`config.mk`:
```
export PLATFORM = sky130hd
export DESIGN_NAME = ctu_charge_time_unit
export DESIGN_NICKNAME = d
export VERILOG_FILES = /design/src/include/ctu_pkg.sv /design/src/rtl/ctu_edge_det.sv /design/src/rtl/ctu_pulse_end.sv /design/src/rtl/ctu_charge_time_unit.sv
export SDC_FILE = /design/constraint.sdc
export NUM_CORES = 1
export LEC_CHECK = 0
export BUFFER_PORTS_ARGS = -buffer_cell sky130_fd_sc_hd__buf_4
export CORE_ASPECT_RATIO = 1.1
export CORE_MARGIN = 5
export CORE_UTILIZATION = 45
export DETAILED_ROUTE_END_ITERATION = 10
export PLACE_DENSITY = 0.73
export SLEW_MARGIN = 30
export SYNTH_ARGS = -nofsm -noshare
export SYNTH_HDL_FRONTEND = slang
export SYNTH_SLANG_ARGS = --single-unit
export TNS_END_PERCENT = 50
```
`constraint.sdc`:
```
create_clock -name clk_sys -period 0.92 [get_ports clk_sys]
set_clock_uncertainty 0.2 [all_clocks]
set_input_delay 0.092 -clock clk_sys [delete_from_list [all_inputs] [get_ports clk_sys]]
set_output_delay 0.092 -clock clk_sys [all_outputs]
set_load 0.05 [all_outputs]
```
`src/include/ctu_pkg.sv`:
```
// Constants and carrier types of the charge time edge unit
`default_nettype none
package ctu_pkg;
  // Current control register fields
  localparam int CUR_RANGE_LSB = 0;
  localparam int CUR_TRIM_LSB = 2;
  // Low control register fields
  localparam int LO_STAT_A = 0;
  localparam int LO_STAT_B = 1;
  localparam int LO_SRC_A_LSB = 2;
  localparam int LO_POL_A = 4;
  localparam int LO_SRC_B_LSB = 5;
  localparam int LO_POL_B = 7;
  // High control register fields
  localparam int HI_TRIG_EN = 0;
  localparam int HI_DISCHARGE = 1;
  localparam int HI_ORDER_EN = 2;
  localparam int HI_EDGE_EN = 3;
  localparam int HI_DELAY_MODE = 4;
  localparam int HI_UNIT_EN = 7;
  // Peripheral flag and enable bit position
  localparam int PERIPH_BIT = 3;
  // Reset values
  localparam logic [7:0] CUR_CTRL_RST = 8'h00;
  localparam logic [7:0] CTRL_LOW_RST = 8'h00;
  localparam logic [7:0] CTRL_HIGH_RST = 8'h00;
  // ADC trigger pulse length in cycles
  localparam int ADC_PULSE_CYC = 1;

  typedef struct packed {
    logic [7:0] wdata;
    logic wrCur;
    logic wrLow;
    logic wrHigh;
  } ctu_wr_t;

  typedef struct packed {
    logic [7:0] curCtrl;
    logic [7:0] ctrlLow;
    logic [7:0] ctrlHigh;
  } ctu_regs_t;

  typedef struct packed {
    logic [3:0] srcA;
    logic [3:0] srcB;
  } ctu_src_t;
endpackage
`default_nettype wire

```
`src/rtl/ctu_edge_det.sv`:
```
// Polarity-selectable edge detector with source mux
`timescale 1ns/1ps
`default_nettype none
module ctu_edge_det (
  // Clock and reset
  input wire logic clk_sys,
  input wire logic rstN,
  // Sources and selection
  input wire logic [3:0] src,
  input wire logic [1:0] sel,
  input wire logic risingPol,
  input wire logic enable,
  // Detected edge
  output logic hit
);
  typedef struct packed {
    logic prev;
  } ctu_ed_state_t;

  ctu_ed_state_t st_r;
  ctu_ed_state_t st_nxt;
  logic cur;

  always_comb begin
    cur = src[sel];
    st_nxt.prev = cur;
    hit = 1'b0;
    if (enable) begin
      hit = risingPol ? (cur & ~st_r.prev) : (~cur & st_r.prev);
    end
  end

  always_ff @(posedge clk_sys or negedge rstN) begin
    if (!rstN) begin
      st_r <= '0;
    end else begin
      st_r <= st_nxt;
    end
  end
endmodule
`default_nettype wire

```
`src/rtl/ctu_pulse_end.sv`:
```
// Comparator-terminated delay pulse latch
`timescale 1ns/1ps
`default_nettype none
module ctu_pulse_end (
  // Clock and reset
  input wire logic clk_sys,
  input wire logic rstN,
  // Control
  input wire logic active,
  input wire logic cmpOut,
  // Result
  output logic stopReq
);
  typedef struct packed {
    logic stop;
  } ctu_pe_state_t;

  ctu_pe_state_t st_r;
  ctu_pe_state_t st_nxt;

  always_comb begin
    st_nxt.stop = active & cmpOut;
    stopReq = st_r.stop;
  end

  always_ff @(posedge clk_sys or negedge rstN) begin
    if (!rstN) begin
      st_r <= '0;
    end else begin
      st_r <= st_nxt;
    end
  end
endmodule
`default_nettype wire

```
`src/rtl/ctu_charge_time_unit.sv`:
```
// Control logic of the charge time edge unit
// Contract
// - Flag set on current source on-to-off
// - Interrupt request only when enable set
// - Range bits 1:0, trim bits 7:2
// - Edge source selects at 3:2, 6:5
// - Polarity bits 7 and 4, default falling
// - Ordering: edge B only after edge A
// - Edge status flags in bits 1:0
// - Mode bit: measure or delay generation
// - Trigger ADC after second edge if enabled, in measure mode only
// - Discharge bit grounds current source output; sourceDischarge asserts only while unit enable bit 7 is set
// - Unit runs only while enable set
// - Edge inputs pass only while enabled
// - Software status A write starts source
// - Capture/compare triggers usable as sources
// - Delay mode ends pulse on comparator 2
`timescale 1ns/1ps
`default_nettype none
module ctu_charge_time_unit (
  // Clock and reset
  input wire logic clk_sys,
  input wire logic arst_n,
  // Register writes from software
  input wire ctu_pkg::ctu_wr_t wr,
  input wire logic periphIntEn,
  input wire logic flagClear,
  // Edge sources: pins and capture/compare triggers
  input wire ctu_pkg::ctu_src_t edgeSrc,
  // Comparator 2 output
  input wire logic cmp2Out,
  // Register readback
  output ctu_pkg::ctu_regs_t regs,
  output logic periphFlag,
  // Analog controls
  output logic [1:0] currentRangeSel,
  output logic [5:0] currentTrim,
  output logic sourceOn,
  output logic sourceDischarge,
  output logic delayPulseOut,
  // Events
  output logic adcTrigger,
  output logic irqReq
);
  typedef struct packed {
    logic [1:0] rstSync;
    ctu_pkg::ctu_regs_t regs;
    logic flag;
    logic srcOnPrev;
    logic srcOut;
    logic discharge;
    logic pulseOut;
    logic adcTrig;
    logic irq;
  } ctu_state_t;

  ctu_state_t st_r;
  ctu_state_t st_nxt;
  logic rstN;
  logic hitA;
  logic hitB;
  logic unitEn;
  logic edgesEn;
  logic delayMode;
  logic srcOnNow;
  logic stopReq;
  logic [7:0] lowNext;

  assign rstN = st_r.rstSync[1];
  assign unitEn = st_r.regs.ctrlHigh[ctu_pkg::HI_UNIT_EN];
  assign edgesEn = unitEn
    & st_r.regs.ctrlHigh[ctu_pkg::HI_EDGE_EN];
  assign delayMode = st_r.regs.ctrlHigh[ctu_pkg::HI_DELAY_MODE];

  // Edge A: pins and capture/compare triggers share the mux
  ctu_edge_det edgeA (
    .clk_sys(clk_sys),
    .rstN(rstN),
    .src(edgeSrc.srcA),
    .sel(st_r.regs.ctrlLow[ctu_pkg::LO_SRC_A_LSB +: 2]),
    .risingPol(st_r.regs.ctrlLow[ctu_pkg::LO_POL_A]),
    .enable(edgesEn),
    .hit(hitA)
  );

  ctu_edge_det edgeB (
    .clk_sys(clk_sys),
    .rstN(rstN),
    .src(edgeSrc.srcB),
    .sel(st_r.regs.ctrlLow[ctu_pkg::LO_SRC_B_LSB +: 2]),
    .risingPol(st_r.regs.ctrlLow[ctu_pkg::LO_POL_B]),
    .enable(edgesEn),
    .hit(hitB)
  );

  ctu_pulse_end pulseEnd (
    .clk_sys(clk_sys),
    .rstN(rstN),
    .active(unitEn & delayMode & srcOnNow),
    .cmpOut(cmp2Out),
    .stopReq(stopReq)
  );

  always_comb begin
    st_nxt = st_r;
    st_nxt.rstSync = {st_r.rstSync[0], 1'b1};
    // Software writes
    if (wr.wrCur) begin
      st_nxt.regs.curCtrl = wr.wdata;
    end
    if (wr.wrHigh) begin
      st_nxt.regs.ctrlHigh = wr.wdata;
    end
    lowNext = wr.wrLow ? wr.wdata : st_r.regs.ctrlLow;
    // Hardware edges set status; set wins over software write
    if (hitA) begin
      lowNext[ctu_pkg::LO_STAT_A] = 1'b1;
    end
    if (hitB && (!st_r.regs.ctrlHigh[ctu_pkg::HI_ORDER_EN]
        || st_r.regs.ctrlLow[ctu_pkg::LO_STAT_A])) begin
      lowNext[ctu_pkg::LO_STAT_B] = 1'b1;
    end
    // Comparator 2 ends the delay pulse by closing the second edge
    if (stopReq) begin
      lowNext[ctu_pkg::LO_STAT_B] = lowNext[ctu_pkg::LO_STAT_A];
    end
    st_nxt.regs.ctrlLow = lowNext;
    srcOnNow = unitEn
      & (st_r.regs.ctrlLow[ctu_pkg::LO_STAT_A]
      ^ st_r.regs.ctrlLow[ctu_pkg::LO_STAT_B]);
    st_nxt.srcOnPrev = srcOnNow;
    // Analog controls leave through flip-flops
    st_nxt.srcOut = srcOnNow
      & ~st_nxt.regs.ctrlHigh[ctu_pkg::HI_DISCHARGE];
    st_nxt.discharge = st_nxt.regs.ctrlHigh[ctu_pkg::HI_UNIT_EN]
      & st_nxt.regs.ctrlHigh[ctu_pkg::HI_DISCHARGE];
    st_nxt.pulseOut = srcOnNow
      & st_nxt.regs.ctrlHigh[ctu_pkg::HI_DELAY_MODE];
    // Flag: hardware set wins over software clear
    if (flagClear) begin
      st_nxt.flag = 1'b0;
    end
    if (st_r.srcOnPrev && !srcOnNow) begin
      st_nxt.flag = 1'b1;
    end
    st_nxt.irq = st_nxt.flag & periphIntEn;
    // ADC trigger on a fresh second edge
    st_nxt.adcTrig = unitEn & ~delayMode
      & st_r.regs.ctrlHigh[ctu_pkg::HI_TRIG_EN]
      & ~st_r.regs.ctrlLow[ctu_pkg::LO_STAT_B]
      & lowNext[ctu_pkg::LO_STAT_B];
  end

  always_ff @(posedge clk_sys or negedge arst_n) begin
    if (!arst_n) begin
      st_r.rstSync <= 2'h0;
      st_r.regs.curCtrl <= ctu_pkg::CUR_CTRL_RST;
      st_r.regs.ctrlLow <= ctu_pkg::CTRL_LOW_RST;
      st_r.regs.ctrlHigh <= ctu_pkg::CTRL_HIGH_RST;
      st_r.flag <= 1'b0;
      st_r.srcOnPrev <= 1'b0;
      st_r.srcOut <= 1'b0;
      st_r.discharge <= 1'b0;
      st_r.pulseOut <= 1'b0;
      st_r.adcTrig <= 1'b0;
      st_r.irq <= 1'b0;
    end else if (!st_r.rstSync[1]) begin
      st_r.rstSync <= st_nxt.rstSync;
    end else begin
      st_r <= st_nxt;
    end
  end

  assign regs = st_r.regs;
  assign periphFlag = st_r.flag;
  assign currentRangeSel = st_r.regs.curCtrl[ctu_pkg::CUR_RANGE_LSB +: 2];
  assign currentTrim = st_r.regs.curCtrl[ctu_pkg::CUR_TRIM_LSB +: 6];
  assign sourceOn = st_r.srcOut;
  assign sourceDischarge = st_r.discharge;
  assign delayPulseOut = st_r.pulseOut;
  assign adcTrigger = st_r.adcTrig;
  assign irqReq = st_r.irq;
endmodule
`default_nettype wire

```
==> reports/qor.csv <==
stage,metric,value,unit
sta,RSZ-0062 raised after global routing,yes,
hold_path,worst min path class,in -> reg,
pwr,Pleak,1.382,nW
global_route,pin count of the biggest net entering global routing,34,
setup_path,crit-path cells,"mux4_2, a2111oi_4, a221oi_2, o31ai_1",
detailed_routing,detailed-route DRC error count,0,
status,outcome,finished with violations,
sta,Final Max Tran Viols,0,
pwr,sw power,2.366,mW
global_route,initial antenna violation count,0,
setup_path,reg2reg setup slack,-870,ps
detailed_routing,remaining antenna violation count,0,
pwr,Clock Power Share,21.5,%
sta,Fin Setup TNS,-26120,ps
floorplanning,I/O pin cnt,62,
setup_path,Buffers & Inverters on Critical Path,0,
place,dpl cells,252,
floorplanning,row count,24,
hold_path,WHS Endpoint,currentTrim[1]$_DFFE_PN0P_,
sta,PnR worst setup slack,-867.4,ps
hold_path,hold wc startpoint,wr[6],
setup_path,CP endpoint kind,register,
setup_path,R2R Path End,adcTrigger$_DFFE_PN0P_,
cts,CTS tree,yes,
layout,register area,904.6,sq um
global_route,grt met3 use,6.992,%
cts,cts bufs inserted,5,
yosys,"FF+latch count, synth",36,
pwr,PD cells,2175,nW/um^2
cts,number of clock sinks,36,
sta,period utilisation layout,194.3,%
yosys,average size of a mapped cell,11.81,sq um
detailed_routing,first drt pass iteration count,4,
yosys,"Distinct cells, synth",29,
pwr,logic gate share of total power,45.9,%
global_route,busiest grt layer,met2,
status,violated checks,"negative hold slack, negative setup slack",
yosys,Syn Nets,175,
floorplanning,total core area,3904,sq um
layout,Top reg by flops,regs,
layout,nets@finish,243,
setup_path,"Max FO, Critical Path",3,
pwr,Sequential Power Share,32.7,%
hold_path,hold depth,2,
sta,Setup Viol. Count Final,72,
run,max cap viols,0,
global_route,Overflow after GRT,0,
setup_path,crit path kind,reg -> reg,
yosys,top-count cell post-synth,dfrtp_1,
setup_path,Worst path max stage delay,580,ps
floorplanning,die width,70.02,um
sta,fin crit period,1787,ps
setup_path,Startpoint Class,register,
detailed_routing,Vias/cell,4.949,
yosys,Synth top area share,50.53,%
layout,area grow syn2layout,63.30,%
yosys,post-synthesis cell count,151,
pwr,Pwr Total,6.332,mW
layout,fin cells,272,
setup_path,worst r2r src,regs[13]$_DFFE_PN0P_,
global_route,total track usage,17.95,%
sta,fmax,0.5595,GHz
place,DP Wirelength,3097,um
global_route,first-pass GRT wire length,7631,um
detailed_routing,Initial DRC Count,41,
layout,Diodes inserted,0,
yosys,Post-synth EDFFs,0,
layout,Util after Layout,74.58,%
detailed_routing,Routed WL,4481,um
setup_path,Worst Path Required,920,ps
yosys,most frequent cells after synthesis,"dfrtp_1, buf_4, mux2_2, nand2_1, inv_1",
global_route,met1 usage,20.95,%
place,Final Wtd Congestion,0.8070,
yosys,Synth area leader,dfrtp_1,
setup_path,CP max stage cell,mux4_2,
pwr,Power Internal,3.967,mW
yosys,Synth Cell Area,1783,sq um
floorplanning,Starting Density,45.67,%
pwr,switch share,37.36,%
yosys,post-synthesis sequential area ratio,50.53,%
sta,final hold violation count,26,
cts,hold_buf cts,3,
cts,clk buf depth,2,
layout,fill count,258,
setup_path,CP top delay family,multiplexers,
sta,hold slack,-150.9,ps
detailed_routing,WL/cell,16.47,um
pwr,VDD IR-drop max,0.001618,V
layout,area taken by multi-input logic gates,807.0,sq um
floorplanning,die area,5323,sq um
yosys,Post-synth top flop,dfrtp_1,
cts,clk root buf,clkbuf_8,
cts,Clock Pin Slew Worst Setup and Hold Paths,70,ps
global_route,grt met2 use,30.53,%
cts,H-tree depth,2,
yosys,Yosys warning count,0,
global_route,vias in the first global route,1556,
cts,clock latency on the worst-skew pair,290,ps
yosys,most area-consuming cells after synthesis,"dfrtp_1, mux2_2, buf_4",
yosys,Post-synth ARST share,100.0,%
layout,fraction of layout instances using a drive strength above 1,66.36,%
floorplanning,Die Y,76.02,um
setup_path,crit path DAT,1790,ps
layout,max reg flops,16,
place,IO Port Bufs,61,
setup_path,Worst R2R Path Depth,4,
detailed_routing,total number of vias,1346,
[stage by stage]
stage	setup slack (ps)	hold WS, ps	instance area (sq um)
final	-867.4	-150.9	2912
after global placement	-782.8	-146.3	2311
after detailed placement	-861.4	-138.6	2311
after CTS	-885.1	-165.4	2839
after floorplan	-764.2	-403.6	1874
after global routing	-933.5	-168.4	2912
[worst register-to-register path, delay by kind of cell, from the launching register on]
family / cells / cell delay (ps)
AO/OA/AOI/OAI: 3 / 540
flip-flops: 1 / 380
multiplexers: 1 / 580
[power groups by stage]
stage          clock [mW]  sequential (mW)  combinational [mW]
5_1_grt              1.49             2.11                3.02
3_3_place_gp            0             2.03                2.28
6_report             1.36             2.07                2.90
4_1_cts              1.40             2.06                2.77
2_1_floorplan           0             2.18                1.62
3_5_place_dp            0             2.05                2.31
[final cells by class]
cell class	count	share of cell area, %
clock inverter	2	1.203
inverter	7	0.9025
sequential	36	31.07
clock buffer	6	2.492
tap	52	2.235
timing repair buffer	96	34.38
multi-input combinational	73	27.72
[cell usage in the layout (no fill, tap or decap), drive strengths merged, types with 3 or more instances in the layout]
| master | n |
|---|---|
| inv | 7 |
| nand2 | 13 |
| dlygate4sd3 | 3 |
| clkbuf | 6 |
| a21oi | 3 |
| dfrtp | 36 |
| mux2 | 23 |
| nor2 | 5 |
| o22ai | 4 |
| buf | 93 |
[layer usage]
metal	part of all wire, %	vias to the layer above
met5	0	-
met4	1.2	0
met3	6.7	7
met2	50	51
met1	42	663
li1	-	625
[kinds of logic after synthesis]
family	Yosys count	share of synthesized area (%)
buffers and inverters	42	15.65
flip-flops	36	50.53
multiplexers	27	18.18
AND/OR/NAND/NOR	27	7.158
AO/OA/AOI/OAI	17	7.789
XOR/XNOR	1	0.4913
other	1	0.2103
[worst max-delay path by stage]
| stage | cells after the start | startpoint | slack [ps] | endpoint |
|---|---|---|---|---|
| 6_report | 4 | regs[13]$_DFFE_PN0P_ | -870 | adcTrigger$_DFFE_PN0P_ |
| 3_3_place_gp | 4 | regs[13]$_DFFE_PN0P_ | -780 | adcTrigger$_DFFE_PN0P_ |
| 5_1_grt | 4 | regs[13]$_DFFE_PN0P_ | -930 | adcTrigger$_DFFE_PN0P_ |
| 3_5_place_dp | 4 | regs[13]$_DFFE_PN0P_ | -860 | adcTrigger$_DFFE_PN0P_ |
| 4_1_cts | 4 | regs[13]$_DFFE_PN0P_ | -890 | adcTrigger$_DFFE_PN0P_ |
| 2_1_floorplan | 4 | regs[13]$_DFFE_PN0P_ | -760 | adcTrigger$_DFFE_PN0P_ |
[timing repair]
action                                  CTS  global route
resized for setup                        87            16
buffers inserted                          4             7
pin swaps                                 9             6
cloned                                    1             0
endpoints found under the setup margin   72            72
hold endpoints to repair                 61            27
Note: power is estimated with default switching activity, not from simulation.
